<file path="src/common/mifb_pkg.sv">
// Purpose: shared constants and types of the interrupt flag and enable bank
// Assumes: 32-bit APB, one word per register, 8 data bits used per register
// Notes:   offsets, masks, bit positions and codes live here; the bench tables repeat some as literals
package mifb_pkg;

  // ==========================================================================
  // register offsets (byte addresses)
  localparam logic [7:0] OFS_EDGE     = 8'h00;
  localparam logic [7:0] OFS_PRIM0    = 8'h04;
  localparam logic [7:0] OFS_PRIM1    = 8'h08;
  localparam logic [7:0] OFS_PRIM2    = 8'h0C;
  localparam logic [7:0] OFS_GRP0     = 8'h10;
  localparam logic [7:0] OFS_GRP3     = 8'h1C;
  localparam logic [7:0] OFS_IRQ_STAT = 8'h20;
  localparam logic [7:0] OFS_IRQ_MASK = 8'h24;

  // ==========================================================================
  // implemented bits; all others read zero and ignore writes
  localparam logic [7:0] IMPL_EDGE  = 8'h0F;
  localparam logic [7:0] IMPL_PRIM0 = 8'h7F;
  localparam logic [7:0] IMPL_PRIM1 = 8'hFF;
  localparam logic [7:0] IMPL_PRIM2 = 8'h33;
  localparam logic [7:0] IMPL_GRP0  = 8'h33;
  localparam logic [7:0] IMPL_GRP1  = 8'hFF;
  localparam logic [7:0] IMPL_GRP2  = 8'hBB;
  localparam logic [7:0] IMPL_GRP3  = 8'h33;
  localparam logic [7:0] IMPL_STAT  = 8'h07;
  localparam logic [7:0] RST_REG    = 8'h00;

  // ==========================================================================
  // bit positions
  localparam int unsigned EDGE0_LSB = 0;
  localparam int unsigned EDGE1_LSB = 2;
  localparam int unsigned P0_GLB    = 0;
  localparam int unsigned P0_EN0    = 1;
  localparam int unsigned P0_EN1    = 2;
  localparam int unsigned P0_GEN0   = 3;
  localparam int unsigned P0_F0     = 4;
  localparam int unsigned P0_F1     = 5;
  localparam int unsigned P0_GF0    = 6;
  localparam int unsigned P1_CONV_E = 0;
  localparam int unsigned P1_TK0_E  = 1;
  localparam int unsigned P1_TK1_E  = 2;
  localparam int unsigned P1_GEN1   = 3;
  localparam int unsigned P1_CONV_F = 4;
  localparam int unsigned P1_TK0_F  = 5;
  localparam int unsigned P1_TK1_F  = 6;
  localparam int unsigned P1_GF1    = 7;
  localparam int unsigned P2_GEN2   = 0;
  localparam int unsigned P2_GEN3   = 1;
  localparam int unsigned P2_GF2    = 4;
  localparam int unsigned P2_GF3    = 5;
  localparam int unsigned ST_TAKEN  = 0;
  localparam int unsigned ST_HELD   = 1;
  localparam int unsigned ST_PIN    = 2;

  // ==========================================================================
  // edge select codes
  localparam logic [1:0] EDGE_OFF  = 2'h0;
  localparam logic [1:0] EDGE_RISE = 2'h1;
  localparam logic [1:0] EDGE_FALL = 2'h2;
  localparam logic [1:0] EDGE_BOTH = 2'h3;

  // vectors in priority order, lowest code wins
  typedef enum logic [3:0] {
    VEC_EXT0  = 4'h0,
    VEC_EXT1  = 4'h1,
    VEC_GRP0  = 4'h2,
    VEC_CONV  = 4'h3,
    VEC_TICK0 = 4'h4,
    VEC_TICK1 = 4'h5,
    VEC_GRP1  = 4'h6,
    VEC_GRP2  = 4'h7,
    VEC_GRP3  = 4'h8
  } mifb_vec_e;

  // one-cycle event pulses from the on-chip peripherals
  typedef struct packed {
    logic tick1;
    logic tick0;
    logic conv_done;
    logic timer0_cmp_a;
    logic timer0_cmp_p;
    logic serial_port;
    logic sync_serial;
    logic nvdata;
    logic low_volt;
    logic twowire_timeout;
    logic timer1_cmp_a;
    logic timer1_cmp_p;
    logic timer2_cmp_a;
    logic timer2_cmp_p;
  } mifb_src_s;

endpackage

</file>
<file path="src/rtl/mifb_edge_det.sv">
// Purpose: programmable edge catcher for one external interrupt pin
// Assumes: pin already synchronous to i_clk
// Notes:   first sample after reset only arms, so a high pin is no edge
`timescale 1ns/1ps
`default_nettype none
module mifb_edge_det
  import mifb_pkg::*;
(
  // clock and reset
  input  wire logic       i_clk,
  input  wire logic       i_srst,
  // pin and edge select
  input  wire logic       i_pin,
  input  wire logic [1:0] i_sel,
  // one-cycle hit
  output logic            o_hit
);

  logic prev;
  logic armed;

  // ==========================================================================
  // previous pin level and arm bit
  always_ff @(posedge i_clk) begin
    if (i_srst) begin
      prev  <= 1'b0;
      armed <= 1'b0;
    end else begin
      prev  <= i_pin;
      armed <= 1'b1;
    end
  end

  // edge match by select code
  always_comb begin
    o_hit = armed && (((i_sel == EDGE_RISE || i_sel == EDGE_BOTH) && i_pin && !prev)
          || ((i_sel == EDGE_FALL || i_sel == EDGE_BOTH) && !i_pin && prev));
  end
endmodule
`default_nettype wire

</file>
<file path="src/rtl/mifb_irq_bank.sv">
// Purpose: interrupt flag and enable bank with APB registers and core vectoring
// Assumes: 40 MHz i_clk, synchronous pins, core acks with a one-cycle pulse
// Notes:   APB answers with pready in the access phase, no extra wait
//
// Contract
// - pin one edge field: 00 off, 01 rise, 10 fall, 11 both.
// - pin zero edge field in low bits, same coding.
// - global enable bit 0 of control zero gates every vector.
// - pin flags at bits 4,5 and enables at bits 1,2 of control zero.
// - group zero flag bit 6, enable bit 3 of control zero.
// - control one: group one 7/3, tick one 6/2, tick zero 5/1.
// - conversion done flag bit 4, enable bit 0 of control one.
// - control two: groups three and two flags 5,4 enables 1,0.
// - four group registers feed the four group requests.
// - group zero: timer0 compare A flag bit 5, enable bit 1.
// - group zero: timer0 compare P flag bit 4, enable bit 0.
// - groups one to three: flags upper nibble, enables lower nibble.
// - unimplemented bits ignore writes and read zero.
// - flags set regardless of enable; vector needs individual and global enable.
// - servicing a pin vector clears its flag and the global enable.
// - no acknowledge while the return stack is full.
//
// Implementation choices: the register offsets and register access over APB.
`timescale 1ns/1ps
`default_nettype none
module mifb_irq_bank
  import mifb_pkg::*;
(
  // clock and reset
  input  wire logic                  i_clk,
  input  wire logic                  i_srst,
  // apb slave
  input  wire logic                  i_psel,
  input  wire logic                  i_penable,
  input  wire logic                  i_pwrite,
  input  wire logic [7:0]            i_paddr,
  input  wire logic [31:0]           i_pwdata,
  input  wire logic [3:0]            i_pstrb,
  output logic                       o_pready,
  output logic [31:0]                o_prdata,
  output logic                       o_pslverr,
  // request sources
  input  wire logic                  i_ext_pin_zero,
  input  wire logic                  i_ext_pin_one,
  input  wire mifb_pkg::mifb_src_s   i_src,
  // processor core
  input  wire logic                  i_stack_full,
  input  wire logic                  i_irq_ack,
  output logic                       o_irq_req,
  output mifb_pkg::mifb_vec_e        o_irq_vec,
  // software interrupt line
  output logic                       o_irq
);

  // ==========================================================================
  // storage
  logic [7:0] pin_edge_select;
  logic [7:0] primary_irq_ctrl_zero;
  logic [7:0] primary_irq_ctrl_one;
  logic [7:0] primary_irq_ctrl_two;
  logic [7:0] grp [4];
  logic [7:0] irq_stat;
  logic [7:0] irq_mask;

  logic       hit0;
  logic       hit1;
  logic       apb_setup;
  logic       apb_fin;
  logic       wr_go;
  logic       rd_stat;
  logic       mapped;
  logic [7:0] rd_byte;
  logic       ack_go;
  logic [3:0] grp_cond;
  logic [8:0] pend;
  mifb_vec_e  next_vec;
  logic [7:0] grp_set [4];
  logic [7:0] grp_impl [4];
  logic [7:0] p0_clr;
  logic [7:0] p1_clr;
  logic [7:0] p2_clr;
  logic [7:0] next_stat;
  logic [7:0] stat_set;

  // ==========================================================================
  // flag update: clear then set, so a hardware event beats a clear
  function automatic logic [7:0] upd(input logic [7:0] cur, input logic wr,
                                     input logic [7:0] wd, input logic [7:0] set,
                                     input logic [7:0] clr, input logic [7:0] impl);
    upd = (((wr ? wd : cur) & ~clr) | set) & impl;
  endfunction

  // write strobe for one register offset
  function automatic logic wr_at(input logic go, input logic [7:0] addr,
                                 input logic [7:0] ofs);
    wr_at = go && (addr == ofs);
  endfunction

  // ==========================================================================
  // external pin edge catchers
  mifb_edge_det u_edge0 (
    .i_clk  (i_clk),
    .i_srst (i_srst),
    .i_pin  (i_ext_pin_zero),
    .i_sel  (pin_edge_select[EDGE0_LSB +: 2]),
    .o_hit  (hit0)
  );

  mifb_edge_det u_edge1 (
    .i_clk  (i_clk),
    .i_srst (i_srst),
    .i_pin  (i_ext_pin_one),
    .i_sel  (pin_edge_select[EDGE1_LSB +: 2]),
    .o_hit  (hit1)
  );

  // ==========================================================================
  // apb phase decode
  assign apb_setup = i_psel && !i_penable;
  assign apb_fin   = i_psel && i_penable && o_pready;
  assign wr_go     = apb_fin && i_pwrite && i_pstrb[0];
  assign rd_stat   = apb_fin && !i_pwrite && (i_paddr == OFS_IRQ_STAT);
  assign mapped    = (i_paddr[1:0] == 2'h0) && (i_paddr <= OFS_IRQ_MASK);

  // read mux, unimplemented bits already zero in storage
  always_comb begin
    case (i_paddr)
      OFS_EDGE:     rd_byte = pin_edge_select;
      OFS_PRIM0:    rd_byte = primary_irq_ctrl_zero;
      OFS_PRIM1:    rd_byte = primary_irq_ctrl_one;
      OFS_PRIM2:    rd_byte = primary_irq_ctrl_two;
      OFS_IRQ_STAT: rd_byte = irq_stat;
      OFS_IRQ_MASK: rd_byte = irq_mask;
      default:      rd_byte = (mapped && i_paddr >= OFS_GRP0) ? grp[i_paddr[3:2]] : 8'h00;
    endcase
  end

  // answer registered in setup so outputs come from flops
  always_ff @(posedge i_clk) begin
    if (i_srst) begin
      o_pready  <= 1'b0;
      o_prdata  <= 32'h0000_0000;
      o_pslverr <= 1'b0;
    end else begin
      o_pready  <= apb_setup;
      if (apb_setup) begin
        o_prdata  <= {24'h00_0000, rd_byte};
        o_pslverr <= !mapped;
      end
    end
  end

  // ==========================================================================
  // edge selects
  always_ff @(posedge i_clk) begin
    if (i_srst) begin
      pin_edge_select <= RST_REG;
    end else if (wr_at(wr_go, i_paddr, OFS_EDGE)) begin
      pin_edge_select <= i_pwdata[7:0] & IMPL_EDGE;
    end
  end

  // ==========================================================================
  // group registers; flags upper nibble, enables lower nibble
  always_comb begin
    grp_set[0]  = {2'h0, i_src.timer0_cmp_a, i_src.timer0_cmp_p, 4'h0};
    grp_set[1]  = {i_src.serial_port, i_src.sync_serial, i_src.nvdata,
                   i_src.low_volt, 4'h0};
    grp_set[2]  = {i_src.twowire_timeout, 1'b0, i_src.timer1_cmp_a,
                   i_src.timer1_cmp_p, 4'h0};
    grp_set[3]  = {2'h0, i_src.timer2_cmp_a, i_src.timer2_cmp_p, 4'h0};
    grp_impl[0] = IMPL_GRP0;
    grp_impl[1] = IMPL_GRP1;
    grp_impl[2] = IMPL_GRP2;
    grp_impl[3] = IMPL_GRP3;
  end

  always_ff @(posedge i_clk) begin
    if (i_srst) begin
      for (int i = 0; i < 4; i++) begin
        grp[i] <= RST_REG;
      end
    end else begin
      for (int i = 0; i < 4; i++) begin
        grp[i] <= upd(grp[i], wr_go && mapped && (i_paddr[7:4] == OFS_GRP0[7:4])
                      && (i_paddr[3:2] == 2'(i)), i_pwdata[7:0], grp_set[i],
                      8'h00, grp_impl[i]);
      end
    end
  end

  // any enabled source flag raises its group flag
  always_comb begin
    for (int i = 0; i < 4; i++) begin
      grp_cond[i] = |(grp[i][7:4] & grp[i][3:0]);
    end
  end

  // ==========================================================================
  // vector service clears the serviced flag and the global enable
  assign ack_go = i_irq_ack && o_irq_req;

  always_comb begin
    p0_clr = 8'h00;
    p1_clr = 8'h00;
    p2_clr = 8'h00;
    if (ack_go) begin
      p0_clr[P0_GLB] = 1'b1;
      case (o_irq_vec)
        VEC_EXT0:  p0_clr[P0_F0]     = 1'b1;
        VEC_EXT1:  p0_clr[P0_F1]     = 1'b1;
        VEC_GRP0:  p0_clr[P0_GF0]    = 1'b1;
        VEC_CONV:  p1_clr[P1_CONV_F] = 1'b1;
        VEC_TICK0: p1_clr[P1_TK0_F]  = 1'b1;
        VEC_TICK1: p1_clr[P1_TK1_F]  = 1'b1;
        VEC_GRP1:  p1_clr[P1_GF1]    = 1'b1;
        VEC_GRP2:  p2_clr[P2_GF2]    = 1'b1;
        VEC_GRP3:  p2_clr[P2_GF3]    = 1'b1;
        default:   p2_clr            = 8'h00;
      endcase
    end
  end

  // ==========================================================================
  // primary control registers
  always_ff @(posedge i_clk) begin
    if (i_srst) begin
      primary_irq_ctrl_zero <= RST_REG;
      primary_irq_ctrl_one  <= RST_REG;
      primary_irq_ctrl_two  <= RST_REG;
    end else begin
      primary_irq_ctrl_zero <= upd(primary_irq_ctrl_zero, wr_at(wr_go, i_paddr, OFS_PRIM0),
                                   i_pwdata[7:0], {1'b0, grp_cond[0], hit1, hit0, 4'h0},
                                   p0_clr, IMPL_PRIM0);
      primary_irq_ctrl_one  <= upd(primary_irq_ctrl_one, wr_at(wr_go, i_paddr, OFS_PRIM1),
                                   i_pwdata[7:0], {grp_cond[1], i_src.tick1, i_src.tick0,
                                   i_src.conv_done, 4'h0}, p1_clr, IMPL_PRIM1);
      primary_irq_ctrl_two  <= upd(primary_irq_ctrl_two, wr_at(wr_go, i_paddr, OFS_PRIM2),
                                   i_pwdata[7:0], {2'h0, grp_cond[3], grp_cond[2], 4'h0},
                                   p2_clr, IMPL_PRIM2);
    end
  end

  // ==========================================================================
  // pending requests, each needs flag and individual enable
  always_comb begin
    pend[0] = primary_irq_ctrl_zero[P0_F0]     && primary_irq_ctrl_zero[P0_EN0];
    pend[1] = primary_irq_ctrl_zero[P0_F1]     && primary_irq_ctrl_zero[P0_EN1];
    pend[2] = primary_irq_ctrl_zero[P0_GF0]    && primary_irq_ctrl_zero[P0_GEN0];
    pend[3] = primary_irq_ctrl_one[P1_CONV_F]  && primary_irq_ctrl_one[P1_CONV_E];
    pend[4] = primary_irq_ctrl_one[P1_TK0_F]   && primary_irq_ctrl_one[P1_TK0_E];
    pend[5] = primary_irq_ctrl_one[P1_TK1_F]   && primary_irq_ctrl_one[P1_TK1_E];
    pend[6] = primary_irq_ctrl_one[P1_GF1]     && primary_irq_ctrl_one[P1_GEN1];
    pend[7] = primary_irq_ctrl_two[P2_GF2]     && primary_irq_ctrl_two[P2_GEN2];
    pend[8] = primary_irq_ctrl_two[P2_GF3]     && primary_irq_ctrl_two[P2_GEN3];
  end

  // lowest pending index wins; scan from the top so it is written last
  always_comb begin
    next_vec = VEC_EXT0;
    for (int i = 8; i >= 0; i--) begin
      if (pend[i]) begin
        next_vec = mifb_vec_e'(4'(i));
      end
    end
  end

  // request to the core; held off by global enable and a full stack
  always_ff @(posedge i_clk) begin
    if (i_srst) begin
      o_irq_req <= 1'b0;
      o_irq_vec <= VEC_EXT0;
    end else begin
      o_irq_req <= primary_irq_ctrl_zero[P0_GLB] && (|pend)
                   && !i_stack_full && !ack_go;
      o_irq_vec <= next_vec;
    end
  end

  // ==========================================================================
  // software interrupt status: read clears only what the read returned
  always_comb begin
    stat_set           = 8'h00;
    stat_set[ST_TAKEN] = ack_go;
    stat_set[ST_HELD]  = primary_irq_ctrl_zero[P0_GLB] && (|pend) && i_stack_full;
    stat_set[ST_PIN]   = hit0 || hit1;
    next_stat          = upd(irq_stat, 1'b0, 8'h00, stat_set,
                             rd_stat ? o_prdata[7:0] : 8'h00, IMPL_STAT);
  end

  always_ff @(posedge i_clk) begin
    if (i_srst) begin
      irq_stat <= RST_REG;
      irq_mask <= RST_REG;
      o_irq    <= 1'b0;
    end else begin
      irq_stat <= next_stat;
      if (wr_at(wr_go, i_paddr, OFS_IRQ_MASK)) begin
        irq_mask <= i_pwdata[7:0] & IMPL_STAT;
      end
      o_irq    <= |(next_stat & irq_mask);
    end
  end
endmodule
`default_nettype wire

</file>
<file path="config.mk">
export PLATFORM = sky130hd
export DESIGN_NAME = mifb_irq_bank
export DESIGN_NICKNAME = d
export VERILOG_FILES = /design/src/common/mifb_pkg.sv /design/src/rtl/mifb_edge_det.sv /design/src/rtl/mifb_irq_bank.sv
export SDC_FILE = /design/constraint.sdc
export NUM_CORES = 1
export LEC_CHECK = 0
export BUFFER_PORTS_ARGS = -buffer_cell sky130_fd_sc_hd__buf_4
export CAP_MARGIN = 20
export CORE_ASPECT_RATIO = 1.1
export CORE_UTILIZATION = 35
export CTS_BUF_LIST = sky130_fd_sc_hd__clkbuf_4 sky130_fd_sc_hd__clkbuf_8 sky130_fd_sc_hd__clkbuf_16
export DETAILED_ROUTE_END_ITERATION = 10
export SETUP_SLACK_MARGIN = 0.02
export SYNTH_ARGS = -nofsm -noshare
export SYNTH_HDL_FRONTEND = slang
export SYNTH_HIERARCHICAL = 1
export SYNTH_SLANG_ARGS = --single-unit
</file>
<file path="constraint.sdc">
create_clock -name i_clk -period 7.5 [get_ports i_clk]
set_input_delay 1.125 -clock i_clk [delete_from_list [all_inputs] [get_ports i_clk]]
set_output_delay 1.125 -clock i_clk [all_outputs]
set_load 0.005 [all_outputs]
</file>
==> results.txt, run 1 <==
The count of input and output buffers came out at 55. On the critical path the largest part of the delay comes from simple AND/OR/NAND/NOR gates. The run gives 15,300 um as the first-pass GRT wire length. The number of antenna violations at the first check in global routing came out at 0. The clock-pin transition on the worst setup and hold timing paths works out to 0.08 ns. The average instance in the mapped netlist occupies 9.08 sq um.

The count of hold-fix buffers inserted at cts is 0, and the overall die width is 97.8 um. For the first-pass iteration count of the detailed router, the log shows 8. The via density per instance was 5.59; the number of enable flip-flop cells after synthesis was 0. The mapped netlist covers 0.00353 sq mm. The tools report the worst path required time as 7.71 ns.

Setup repair after global routing left no endpoint under its margin. Of all nets on the critical path, the largest fanout is 8. The library cell contributing the largest single delay on the critical path was sky130_fd_sc_hd__nor4_4. After clock tree synthesis, the setup repair step added 0 buffers. The run gives 58 as the largest net degree at the start of global routing. OpenSTA, run right after detailed placement, puts the worst setup slack at 4.01 ns. The tools report the number of instances resized during post-cts repair as 0. The tools report the weighted congestion at the end of routability-driven global placement as 0.860. Timing would allow up to 316 MHz. After global routing the overflow that remains totals 0. Count of buffering cells on the critical path with inverters included: 1. Walking the worst path, the cells encountered are buf_4 > or4_4 > nor4_4 > mux2_2 > a222oi_1 > nor2_1. The critical path is of the primary input to flop type. Across all setup checks in the final design, the least slack found is 4.34 ns. The number of max-slew violations in the final report was 0. The number of H-tree branching levels was 3; the post-route antenna net violation count was 0.

Across the routed clock network, the largest skew measured is 0.0102 ns. For the number of antenna diodes, the log shows 0. The run gives 38 as the number of placement rows.

Data arrival at the endpoint of the critical path: 3.37 ns. Dividing the detail-routed wire length by the instance count gives 17.2 um. Setup violations remaining at the end of the flow were counted as 0. The flow ran to the end, but the final reports show violations. For this design, the sink count on the clock tree is 71.

The count of yosys warnings during synthesis came out at 6. Pin placement for this block handled 107 I/O pins. The logs give 0.0000607 V for the peak ir drop on the vdd network and 0.0105 sq mm for the area of the die. Subtracting the final worst setup slack from the clock period gives 3.16 ns.

The stage delay of the slowest cell on the critical path is 0.70 ns, and the total global routing track utilization is 18.9%. The area growth from synthesis to layout is 15.7%. TritonCTS built the clock tree.

Number of instances in the synthesized netlist: 389. At the pin with the least slew margin, the transition time is 0.829 ns. The worst hold path belongs to the class flop to flop. The tree is rooted in a sky130_fd_sc_hd__clkbuf_8.

After the last flow step, the layout net total stands at 501. The final clock period utilization by the worst path works out to 42.1%. The run gives 0 as the final-report hold violation count. The final-layout worst hold slack was 0.483 ns; the proportion of synthesized flip-flops having asynchronous set or reset was 0%. The region available for standard cell placement spans 0.00984 sq mm. In this run the tightest slew margin relative to its limit is 44.6%.

The tools report the sum of negative setup slack as 0 ns. STA classifies the critical path endpoint as a flop. The run gives 0.35 ns as the later-pin clock latency in the skew report. The final layout contains routed wiring with a total length of 9590 um. The dominant register cell in the synthesized netlist is sky130_fd_sc_hd__dfxtp_1. Kind of launch point of the worst setup path: a primary input. For the layout filler cell count, the log shows 1,008. The final reports fail on DRC. TritonCTS created 9 clock buffers.

The floorplan step set the die height to 107 um. Summed over all nets, the half-perimeter wirelength after detailed placement is 6940 um. The first routing iteration left 298 violations.

Summing internal, switching and leakage power gives 0.726 mW. Final cell utilization of the core: 41.5%. The max-cap violation count is 0. No sink is reached through more buffers than the 2 on the longest clock path. The logs give 1.66 nW for the static leakage and 40.3% for the register area share after synthesis. The run gives 35.9% as the effective utilization at floorplan. The via count of the routed design is 3,127.

After synthesis, the netlist uses 43 different library cells. The via count of the first global-routing pass came out at 2,877. The ratio of cells with drive above 1 in the final layout is 20.7%, and the number of DRC violations after detailed routing is 22. The synthesized design contains 71 register bits. In this run the power density over the cells is 178 mW/mm^2.
cell type report:
type / instances / area (sq um) / share of cell area (%)
multi-input combinational: 291 / 1910 / 46.8
sequential: 71 / 1420 / 34.8
timing repair buffer: 56 / 420 / 10.3
clock inverter: 5 / 25.0 / 0.613
inverter: 5 / 18.8 / 0.460
tap: 120 / 150 / 3.68
clock buffer: 11 / 139 / 3.40
where the power goes:
part	total, mW	internal, mW	leakage (nW)	switching (mW)
clock	0.266	0.125	0.0935	0.141
sequential	0.395	0.386	0.579	0.00846
combinational	0.0655	0.0299	0.991	0.0356
cells in the final DEF (no fill, tap or decap), types with 2 or more instances in the layout:
master                     Yosys  routed
sky130_fd_sc_hd__nor4_4        3       3
sky130_fd_sc_hd__nor2b_1       6       6
sky130_fd_sc_hd__mux4_2        6       6
sky130_fd_sc_hd__nor2_1       51      51
sky130_fd_sc_hd__inv_1         5       5
sky130_fd_sc_hd__mux2i_1      33      33
sky130_fd_sc_hd__clkinv_2      0       5
sky130_fd_sc_hd__o21a_1        3       3
sky130_fd_sc_hd__nor4_1        2       2
sky130_fd_sc_hd__a32oi_1       4       4
sky130_fd_sc_hd__or3_1         4       4
sky130_fd_sc_hd__nand4_1       5       5
sky130_fd_sc_hd__a41o_1        2       2
sky130_fd_sc_hd__conb_1        1      24
sky130_fd_sc_hd__clkbuf_4      0       2
sky130_fd_sc_hd__nor3_1       22      22
sky130_fd_sc_hd__mux2_2        7       7
sky130_fd_sc_hd__a222oi_1      3       3
sky130_fd_sc_hd__nand2b_1      2       2
sky130_fd_sc_hd__and2_1        2       2
sky130_fd_sc_hd__nand3_1       6       6
sky130_fd_sc_hd__a21oi_1      19      19
sky130_fd_sc_hd__buf_4        24      56
sky130_fd_sc_hd__clkbuf_8      0       9
sky130_fd_sc_hd__a211oi_1      8       8
sky130_fd_sc_hd__a221oi_1      3       3
sky130_fd_sc_hd__a22o_1        7       7
sky130_fd_sc_hd__nand4b_1      8       8
sky130_fd_sc_hd__nand2_1      25      25
sky130_fd_sc_hd__a22oi_1       9       9
sky130_fd_sc_hd__o21ai_0      14      14
sky130_fd_sc_hd__dfxtp_1      71      71
sky130_fd_sc_hd__a31oi_1       4       4
per-stage QoR:
step	cell area [sq um]	cells
2_1_floorplan	3620	412
4_1_cts	4080	559
3_3_place_gp	3920	543
6_report	4080	559
3_5_place_dp	3920	543
5_1_grt	4080	559
state kept, by name (all words and copies together) (netlist names):
register and cells:
primary_irq_ctrl_two 4, o_pready 1, o_irq 1, u_edge1/prev 1, pin_edge_select 4, o_pslverr 1
u_edge1/armed 1, o_prdata 8, primary_irq_ctrl_zero 7, grp 22, primary_irq_ctrl_one 8, u_edge0/armed 1
o_irq_vec 4, u_edge0/prev 1, irq_mask 3, irq_stat 3, o_irq_req 1
cells in the mapped netlist, types with 4 or more instances:
library cell,number,area share (%)
sky130_fd_sc_hd__a211oi_1,8,1.7
sky130_fd_sc_hd__a21oi_1,19,2.7
sky130_fd_sc_hd__a22o_1,7,1.7
sky130_fd_sc_hd__a22oi_1,9,1.9
sky130_fd_sc_hd__a31oi_1,4,0.71
sky130_fd_sc_hd__a32oi_1,4,0.99
sky130_fd_sc_hd__buf_4,24,5.1
sky130_fd_sc_hd__clkbuf_1,16,1.7
sky130_fd_sc_hd__dfxtp_1,71,40
sky130_fd_sc_hd__inv_1,5,0.53
sky130_fd_sc_hd__mux2_2,7,2.2
sky130_fd_sc_hd__mux2i_1,33,9.4
sky130_fd_sc_hd__mux4_2,6,3.8
sky130_fd_sc_hd__nand2_1,25,2.7
sky130_fd_sc_hd__nand3_1,6,0.85
sky130_fd_sc_hd__nand4_1,5,0.89
sky130_fd_sc_hd__nand4b_1,8,2.0
sky130_fd_sc_hd__nor2_1,51,5.4
sky130_fd_sc_hd__nor2b_1,6,1.1
sky130_fd_sc_hd__nor3_1,22,3.1
sky130_fd_sc_hd__o21ai_0,14,2.0
sky130_fd_sc_hd__or3_1,4,0.71
metal layers:
layer	track usage (%)	vias to the layer above	share of wire (%)	wire, um
met5	0	-	0	0
met3	3.25	18	6.0	576
met4	8.66	0	2.0	195
li1	-	1468	-	-
met2	29.9	127	47	4510
met1	25.1	1514	45	4310
worst paths after layout:
path                    from                        to  slack (ns)  depth (start not counted)
setup / recovery  i_paddr[7]  primary_irq_ctrl_zero[6]        4.34                          6
hold / removal     grp[1][1]                 grp[1][1]        0.48                          2
setup reg to reg    o_pready  primary_irq_ctrl_zero[6]        5.15                          5
hold reg to reg    grp[1][1]                 grp[1][1]        0.48                          2
worst reg2reg max path: stages (launching register included):
cell                       delay, ns
sky130_fd_sc_hd__dfxtp_1        0.34
sky130_fd_sc_hd__nand3_1        0.32
sky130_fd_sc_hd__nor4_4         0.75
sky130_fd_sc_hd__mux2_2         0.41
sky130_fd_sc_hd__a222oi_1       0.34
sky130_fd_sc_hd__nor2_1         0.06
cell families after synthesis:
logic type	after synthesis	synth area share (%)
other	1	0.106
buffers and inverters	50	8.11
AO/OA/AOI/OAI	78	15.0
AND/OR/NAND/NOR	143	21.2
flip-flops	71	40.3
multiplexers	46	15.4
Power figures use the tool's default switching activity.
==> inputs of run 2 (changes only) <==
Settings changed: ABC_AREA set to 1.
Clock period 7.5 ns to 2.59 ns, I/O delays scaled along.
==> run 2 against run 1 <==
Net effect:
- the run now ends clean
- critical path depth rose by 3
- clock-buffer cell count increased by 2
- clock power rose to 4.4 times the previous value
- worst setup slack got worse by 3.5 ns
- core utilization rose by 2.2 points
- first-iteration DRC count fell by 26%
- combinational power grew to 3.4 times the previous value
- die area rose by 9.6%
- cell count increased by 47%
- highest routed layer unchanged
==> results.txt, run 2 <==
The type of the worst setup path was flop to flop (was primary input to flop). The most common cell after layout, fill and taps aside was sky130_fd_sc_hd__nand2_1 (was sky130_fd_sc_hd__dfxtp_1). The post-CTS setup buffer count was 0 (unchanged); the number of buffers inserted during clock tree synthesis was 9 (unchanged). The logs give 0 (unchanged) for the post-route antenna net violation count and 36.6% (was 35.9%) for the effective utilization at floorplan.

The first-pass iteration count of the detailed router came out at 5 (was 8). The run gives 0.00388 sq mm (was 0.00353 sq mm) as the synthesized cell area. The die extent in y works out to 112 um (was 107 um).

The sequential fraction of design power is 45.4% (was 54.4%), and the cell area power density is 547 mW/mm^2 (was 178 mW/mm^2). The library cell contributing the largest single delay on the critical path is sky130_fd_sc_hd__nor2_2 (was sky130_fd_sc_hd__nor4_4). The worst clock skew came out at 0.00438 ns (was 0.0102 ns). The tools report the kind of launch point of the worst setup path as a flop (was a primary input). The detail-routed net length per standard cell is 13.2 um (was 17.2 um), and the number of placement rows is 39 (was 38). Setup repair after global routing left no endpoint under its margin. The number of DRC violations after detailed routing came out at 0 (was 22). For the number of instances resized during post-cts repair, the log shows 0 (unchanged). Critical path cell sequence: nand3_1 > inv_1 > nand2_1 > nor2_2 > nand3_1 > nand2_1 > nand3_1 > nand2_1 > inv_1 (was buf_4 > or4_4 > nor4_4 > mux2_2 > a222oi_1 > nor2_1). The footprint of the multi-input gates is 0.00196 sq mm (was 0.00191 sq mm), and the via count of the routed design is 3,865 (was 3,127). The flow ran to the end, and the final reports show no timing, DRC or antenna violations. Worst path required time: 2.82 ns (was 7.71 ns).

The endpoint of the lowest-slack register-to-register path is grp[3][4] (was primary_irq_ctrl_zero[6]). The layout filler cell count is 1,148 (was 1,008), and the number of instances in the synthesized netlist is 618 (was 389). The switching share of power is 24.0% (was 25.5%). Leading post-synthesis cells by cell area: sky130_fd_sc_hd__dfxtp_1, sky130_fd_sc_hd__nand2_1, sky130_fd_sc_hd__nor2_1 (was sky130_fd_sc_hd__dfxtp_1, sky130_fd_sc_hd__mux2i_1, sky130_fd_sc_hd__nor2_1).

The run gives 8230 um (was 6940 um) as the half-perimeter wire length after detailed placement. Area taken by flip-flops and latches: 0.00142 sq mm (unchanged). The count of boundary I/O pins is 107 (unchanged), and the register area share after synthesis is 36.7% (was 40.3%). The proportion of synthesized flip-flops having asynchronous set or reset came out at 0% (unchanged). For the max-cap violation count, the log shows 0 (unchanged).

Stage delay of the slowest cell on the critical path: 0.41 ns (was 0.70 ns). The number of enable flip-flop cells after synthesis was 0 (unchanged). The standard cell area after detailed placement was 0.00434 sq mm (was 0.00392 sq mm); the largest fanout of any net on the critical path was 7 (was 8). The total global routing track utilization is 19.7% (was 18.9%). The maximum operating frequency was 580 MHz. Most frequent cells in the layout: sky130_fd_sc_hd__nand2_1, sky130_fd_sc_hd__nor2_1, sky130_fd_sc_hd__inv_1, sky130_fd_sc_hd__dfxtp_1, sky130_fd_sc_hd__buf_4 (was sky130_fd_sc_hd__dfxtp_1, sky130_fd_sc_hd__buf_4, sky130_fd_sc_hd__nor2_1, sky130_fd_sc_hd__mux2i_1, sky130_fd_sc_hd__nand2_1). The later-pin clock latency in the skew report was 0.33 ns (was 0.35 ns).

The peak ir drop on the vdd network is 0.000367 V (was 0.0000607 V). The run gives 0 (unchanged) as the final-report hold violation count. The overall routed net length is 10,800 um (was 9590 um). The root buffer cell was sky130_fd_sc_hd__clkbuf_16 (was sky130_fd_sc_hd__clkbuf_8). The run gives 0.86 ns (was 5.15 ns) as the worst setup slack for register-to-register paths.

For the number of max-slew violations in the final report, the log shows 0 (unchanged). The number of violations reported at the end of detailed-routing iteration 0 came out at 222 (was 298). The static leakage came out at 2.32 nW (was 1.66 nW).

The floorplan core area is 0.0106 sq mm (was 0.00984 sq mm). The tools report the number of antenna diodes as 0 (unchanged). The final clock period utilization by the worst path was 66.6%; the time the final worst path needs with I/O delays and setup was 1.73 ns. The count of input and output buffers is 55 (unchanged), and the clock-pin transition on the worst setup and hold timing paths is 0.06 ns (was 0.08 ns). The relative contribution of combinational cells to total power was 8.9% (was 9.0%); the depth of the worst register-to-register path was 9 (was 5). The via count of the first global-routing pass was 3,555 (was 2,877); the TritonCTS sink count was 71 (unchanged). The run gives 0 ns (unchanged) as the sum of negative setup slack.

TritonCTS built the clock tree. The tools report the critical register-to-register path startpoint as o_pready (unchanged). The number of distinct library cells after synthesis is 32 (was 43), and the first-pass GRT wire length is 17,300 um (was 15,300 um).

The register bit count reported by yosys is 71 (unchanged). The overall die width works out to 102 um (was 97.8 um). The post-layout instance area is 0.00462 sq mm (was 0.00408 sq mm). The dominant register cell in the synthesized netlist was sky130_fd_sc_hd__dfxtp_1 (unchanged). The residual overflow from global routing is 0 (unchanged), and the via density per instance is 4.71 (was 5.59). Cell with the most instances after synthesis: sky130_fd_sc_hd__nand2_1 (was sky130_fd_sc_hd__dfxtp_1). The tools report the category of the worst setup path capture point as a flop (unchanged). The critical hold path startpoint is i_stack_full (was grp[1][1]). The tools report the hold-critical path endpoint as o_irq_req (was grp[1][1]). Fraction of power consumed by the clock network: 45.7% (was 36.6%). Regs by FF count: grp: 22 flops, o_prdata: 8 flops, primary_irq_ctrl_one: 8 flops (unchanged).

For the number of antenna violations at the first check in global routing, the log shows 0 (unchanged). Type of the worst min-delay path: primary input to flop (was flop to flop). Top post-synthesis cells by count: sky130_fd_sc_hd__nand2_1, sky130_fd_sc_hd__nor2_1, sky130_fd_sc_hd__inv_1 (was sky130_fd_sc_hd__dfxtp_1, sky130_fd_sc_hd__nor2_1, sky130_fd_sc_hd__mux2i_1). The mean instance size in the synthesized netlist was 6.27 sq um (was 9.08 sq um); the net switching component of the power was 0.608 mW (was 0.185 mW). The tools report the worst setup path startpoint as o_pready (was i_paddr[7]).

The area of the die was 0.0115 sq mm (was 0.0105 sq mm); the data arrival at the endpoint of the critical path was 1.96 ns (was 3.37 ns). The post-synthesis to final-layout area growth is 19.2% (was 15.7%), and the number of flip-flops in the largest register is 22 (unchanged). The logs give 0.910 (was 0.860) for the weighted congestion at the end of routability-driven global placement and 0 (unchanged) for the number of endpoints failing setup at the final stage. The number of nets in the final layout came out at 739 (was 501). The count of yosys warnings during synthesis was 6 (unchanged). The largest net degree at the start of global routing is 43 (was 58), and the number of cells on the worst hold path is 2 (unchanged). The count of hold-fix buffers inserted at cts came out at 0 (unchanged). The ratio of cells with drive above 1 in the final layout is 14.0% (was 20.7%). The top register by number of flip-flops was grp (unchanged).

The number of H-tree branching levels is 3 (unchanged). Leading area contributor after synthesis: sky130_fd_sc_hd__dfxtp_1 (unchanged). The logs give 2 (unchanged) for the deepest clock path buffer count and 1.92 mW (was 0.541 mW) for the total internal power. The share of Yosys cell area claimed by the top area cell type came out at 36.7% (was 40.3%).
-- run 2: per-layer routing --
layer	up-vias	wire length [um]	track usage, %
li1	1996	-	-
met1	1730	4740	24.9
met2	119	5120	32.8
met3	20	648	3.80
met4	0	275	7.14
met5	-	0	0
-- run 2: worst max-delay path by stage --
stage / endpoint / slack (ns) / cells past startpoint
global placement: grp[3][5] / 0.65 / 11
detailed placement: grp[3][4] / 0.58 / 11
global route: grp[3][4] / 0.68 / 9
floorplan: grp[1][6] / 1.10 / 11
CTS: grp[3][4] / 0.86 / 9
finish: grp[3][4] / 0.86 / 9
-- run 2: worst max-delay path, delay by kind of cell (launching register included) --
family,cells,cell delay (ns)
flops,1,0.33
buf+inv,2,0.10
simple gates,7,1.19
-- run 2: cell families (layout without fill, tap and decap cells) --
kind of cell,after synthesis,after routing,share of synthesized area (%)
buf+inv,126,162,15.1
compound gates,71,71,9.94
other cells,1,24,0.0967
simple gates,349,349,38.2
flops,71,71,36.7
-- run 2: per-stage QoR --
step	hold WS (ns)	cells	util [%]	worst slack, ns	total power [mW]
after floorplan	0.440	641	-	1.10	1.30
after global placement	0.454	804	41.0	0.647	1.39
after detailed placement	0.461	804	41.0	0.577	1.39
after CTS	0.227	820	43.7	0.856	2.54
after global routing	0.233	820	43.7	0.681	2.62
final	0.230	820	43.7	0.864	2.53
-- run 2: power groups by stage --
stage	registers, mW	clock network (mW)	logic (mW)
final	1.15	1.16	0.224
after global placement	1.17	0	0.221
after CTS	1.15	1.17	0.225
after detailed placement	1.17	0	0.224
after global routing	1.15	1.22	0.253
after floorplan	1.16	0	0.142
-- run 2: layout make-up --
| class | count | area share, % |
|---|---|---|
| Inverter | 86 | 6.98 |
| Sequential cell | 71 | 30.7 |
| Clock inverter | 3 | 0.406 |
| Clock buffer | 13 | 5.66 |
| Tap cell | 143 | 3.87 |
| Multi-Input combinational cell | 444 | 42.3 |
| Timing Repair Buffer | 60 | 10.0 |
==> inputs of run 3 (changes only) <==
Settings changed: ABC_AREA 1 to 0.
Clock period 2.59 ns to 1.4 ns, I/O delays scaled along.
==> run 3 against run 2 <==
Net effect:
- critical path depth shrank 2
- the flow now finishes with violations (DRC, setup timing)
- worst hold slack got worse by 0.21 ns
- global-route usage is 2.2 points higher
- routed wire length increased by 6.9%
==> results.txt, run 3 (same netlist as run 1, synthesis figures left out) <==
The tools report the TritonCTS sink count as 71 (unchanged). The first-pass GRT wire length is 17,600 um (was 17,300 um). Largest fanout of any net on the critical path: 3 (was 7). The number of placement rows is 38 (was 39). The post-synthesis to final-layout area growth is 51.6% (was 19.2%), and the die extent in y is 107 um (was 112 um). The number of H-tree branching levels was 3 (unchanged); the later-pin clock latency in the skew report was 0.36 ns (was 0.33 ns). The total global routing track utilization is 21.9% (was 19.7%). The type of the worst min-delay path was primary input to flop (unchanged).

Sum of negative setup slack: -9.37 ns (was 0 ns). Critical path cell sequence: nand3_4 > buf_6 > nor4_4 > buf_4 > mux2_4 > a222oi_1 > nor2_1 (was nand3_1 > inv_1 > nand2_1 > nor2_2 > nand3_1 > nand2_1 > nand3_1 > nand2_1 > inv_1). The tools report the final-layout worst hold slack as 0.0163 ns (was 0.230 ns).

The static leakage came out at 2.29 nW (was 2.32 nW). Type of the worst setup path: flop to flop (unchanged). The cell type group with the largest total delay on the critical path is simple AND/OR/NAND/NOR gates (unchanged).

For the floorplan core area, the log shows 0.00984 sq mm (was 0.0106 sq mm). The logs give 3,509 (was 3,865) for the via count of the routed design and 7890 um (was 8230 um) for the half-perimeter wire length after detailed placement. The most common cell after layout, fill and taps aside is sky130_fd_sc_hd__buf_4 (was sky130_fd_sc_hd__nand2_1). The sequential fraction of design power came out at 46.6% (was 45.4%). The stage delay of the slowest cell on the critical path is 0.36 ns (was 0.41 ns). Setup repair after global routing could not meet its margin everywhere. For the post-route antenna net violation count, the log shows 0 (unchanged). The fraction of power consumed by the clock network came out at 41.9% (was 45.7%). The root buffer cell was sky130_fd_sc_hd__clkbuf_8 (was sky130_fd_sc_hd__clkbuf_16).

The overall routed net length is 11,500 um (was 10,800 um), and the smallest setup slack after layout is -0.348 ns (was 0.864 ns). The overall die width works out to 97.8 um (was 102 um). The number of violations reported at the end of detailed-routing iteration 0 was 287 (was 222). The number of flip-flops in the largest register works out to 22 (unchanged). Worst slack at placement: -0.702 ns (was 0.577 ns).

The tools report the number of DRC violations after detailed routing as 18 (was 0). The worst clock skew came out at 0.00692 ns (was 0.00438 ns). The switching share of power came out at 25.0% (was 24.0%). The first-pass iteration count of the detailed router came out at 8 (was 5). The tools report the kind of launch point of the worst setup path as a flop (unchanged). The tools report the data arrival at the endpoint of the critical path as 2.00 ns (was 1.96 ns). The flow ran to the end, but the final reports show violations. The worst path required time is 1.65 ns (was 2.82 ns). The largest net degree at the start of global routing is 57 (was 43). The residual overflow from global routing was 0 (unchanged); the via density per instance was 5.38 (was 4.71). The count of boundary I/O pins was 107 (unchanged); the number of nets in the final layout was 594 (was 739). For the total power, the log shows 4.52 mW (was 2.53 mW). The count of buffering cells on the critical path with inverters included works out to 2 (unchanged). The category of the worst setup path capture point is a flop (unchanged). The number of endpoints failing setup at the final stage is 59 (was 0). TritonCTS built the clock tree. The peak ir drop on the vdd network is 0.000395 V (was 0.000367 V), and the deepest clock path buffer count is 2 (unchanged). The checks that failed: DRC, setup timing. The tools report the number of buffers inserted during clock tree synthesis as 9 (unchanged). Most frequent cells in the layout: sky130_fd_sc_hd__buf_4, sky130_fd_sc_hd__dfxtp_1, sky130_fd_sc_hd__nor2_1, sky130_fd_sc_hd__mux2i_1, sky130_fd_sc_hd__buf_6 (was sky130_fd_sc_hd__nand2_1, sky130_fd_sc_hd__nor2_1, sky130_fd_sc_hd__inv_1, sky130_fd_sc_hd__dfxtp_1, sky130_fd_sc_hd__buf_4). The final cell utilization of the core came out at 54.4% (was 43.7%). The count of input and output buffers came out at 55 (unchanged). The relative contribution of combinational cells to total power is 11.5% (was 8.9%), and the area of the die is 0.0105 sq mm (was 0.0115 sq mm).

The standard cell area after detailed placement was 0.00451 sq mm (was 0.00434 sq mm). The number of max-slew violations in the final report is 0 (unchanged), and the detail-routed net length per standard cell is 17.7 um (was 13.2 um). Number of antenna violations at the first check in global routing: 0 (unchanged). The effective utilization at floorplan was 35.9% (was 36.6%). For the total internal power, the log shows 3.39 mW (was 1.92 mW). The maximum operating frequency was 572 MHz (was 580 MHz); the weighted congestion at the end of routability-driven global placement was 0.875 (was 0.910).

For the via count of the first global-routing pass, the log shows 3,302 (was 3,555). For the max-cap violation count, the log shows 0 (unchanged). Final-report hold violation count: 0 (unchanged).

Top register by number of flip-flops: grp (unchanged). The tools report the post-layout instance area as 0.00535 sq mm (was 0.00462 sq mm). Regs by FF count: grp: 22 flops, o_prdata: 8 flops, primary_irq_ctrl_one: 8 flops (unchanged). Time the final worst path needs with I/O delays and setup: 1.75 ns (was 1.73 ns).

For the non-filler instance count after layout, the log shows 652 (was 820). The ratio of cells with drive above 1 in the final layout works out to 44.7% (was 14.0%). The number of antenna diodes is 0 (unchanged), and the cell area power density is 845 mW/mm^2 (was 547 mW/mm^2). The final clock period utilization by the worst path was 125% (was 66.6%); the net switching component of the power was 1.13 mW (was 0.608 mW). The library cell contributing the largest single delay on the critical path was sky130_fd_sc_hd__dfxtp_2 (was sky130_fd_sc_hd__nor2_2). The count of placed standard cells including taps was 615 (was 804); the clock-pin transition on the worst setup and hold timing paths was 0.08 ns (was 0.06 ns).
## run 3: final timing paths
check / endpoint / slack, ns / depth (start not counted) / from
worst min register to register: grp[1][1] / 0.48 / 2 / grp[1][1]
worst max register to register: primary_irq_ctrl_zero[6] / -0.35 / 7 / o_pready
worst max-delay path: primary_irq_ctrl_zero[6] / -0.35 / 7 / o_pready
worst min-delay path: o_irq_req / 0.02 / 2 / i_stack_full
## run 3: layer usage
layer | track usage [%] | wire length (um) | up-vias
met5 | 0 | 0 | -
met4 | 7.14 | 140 | 0
met3 | 4.68 | 562 | 12
met2 | 35.4 | 5610 | 125
met1 | 29.0 | 5220 | 1719
li1 | - | - | 1653
## run 3: layout make-up
| cell class | count | area, sq um |
|---|---|---|
| clock buffer | 11 | 145 |
| clock inverter | 5 | 81.3 |
| fill | 885 | 4490 |
| inverter | 5 | 18.8 |
| multi-input combinational | 292 | 2270 |
| sequential | 71 | 1420 |
| tap | 120 | 150 |
| timing repair buffer | 148 | 1260 |
## run 3: worst reg2reg max path: stages, from the launching register on
cell and delay [ns]:
sky130_fd_sc_hd__dfxtp_2 0.36, sky130_fd_sc_hd__nand3_4 0.09, sky130_fd_sc_hd__buf_6 0.14, sky130_fd_sc_hd__nor4_4 0.23
sky130_fd_sc_hd__buf_4 0.17, sky130_fd_sc_hd__mux2_4 0.30, sky130_fd_sc_hd__a222oi_1 0.28, sky130_fd_sc_hd__nor2_1 0.07
## run 3: power by group through the flow
stage	combinational [mW]	sequential, mW	clock [mW]
after global placement	0.446	2.15	0
after CTS	0.478	2.11	1.91
final	0.521	2.11	1.89
after floorplan	0.234	2.14	0
after detailed placement	0.452	2.15	0
after global routing	0.560	2.11	2.00
## run 3: timing repair
action,CTS,global route
endpoints found under the setup margin,60,61
gates resized for setup,33,69
pin swaps,15,49
buffers inserted,11,13
hold buffers,0,0
cloned,2,0
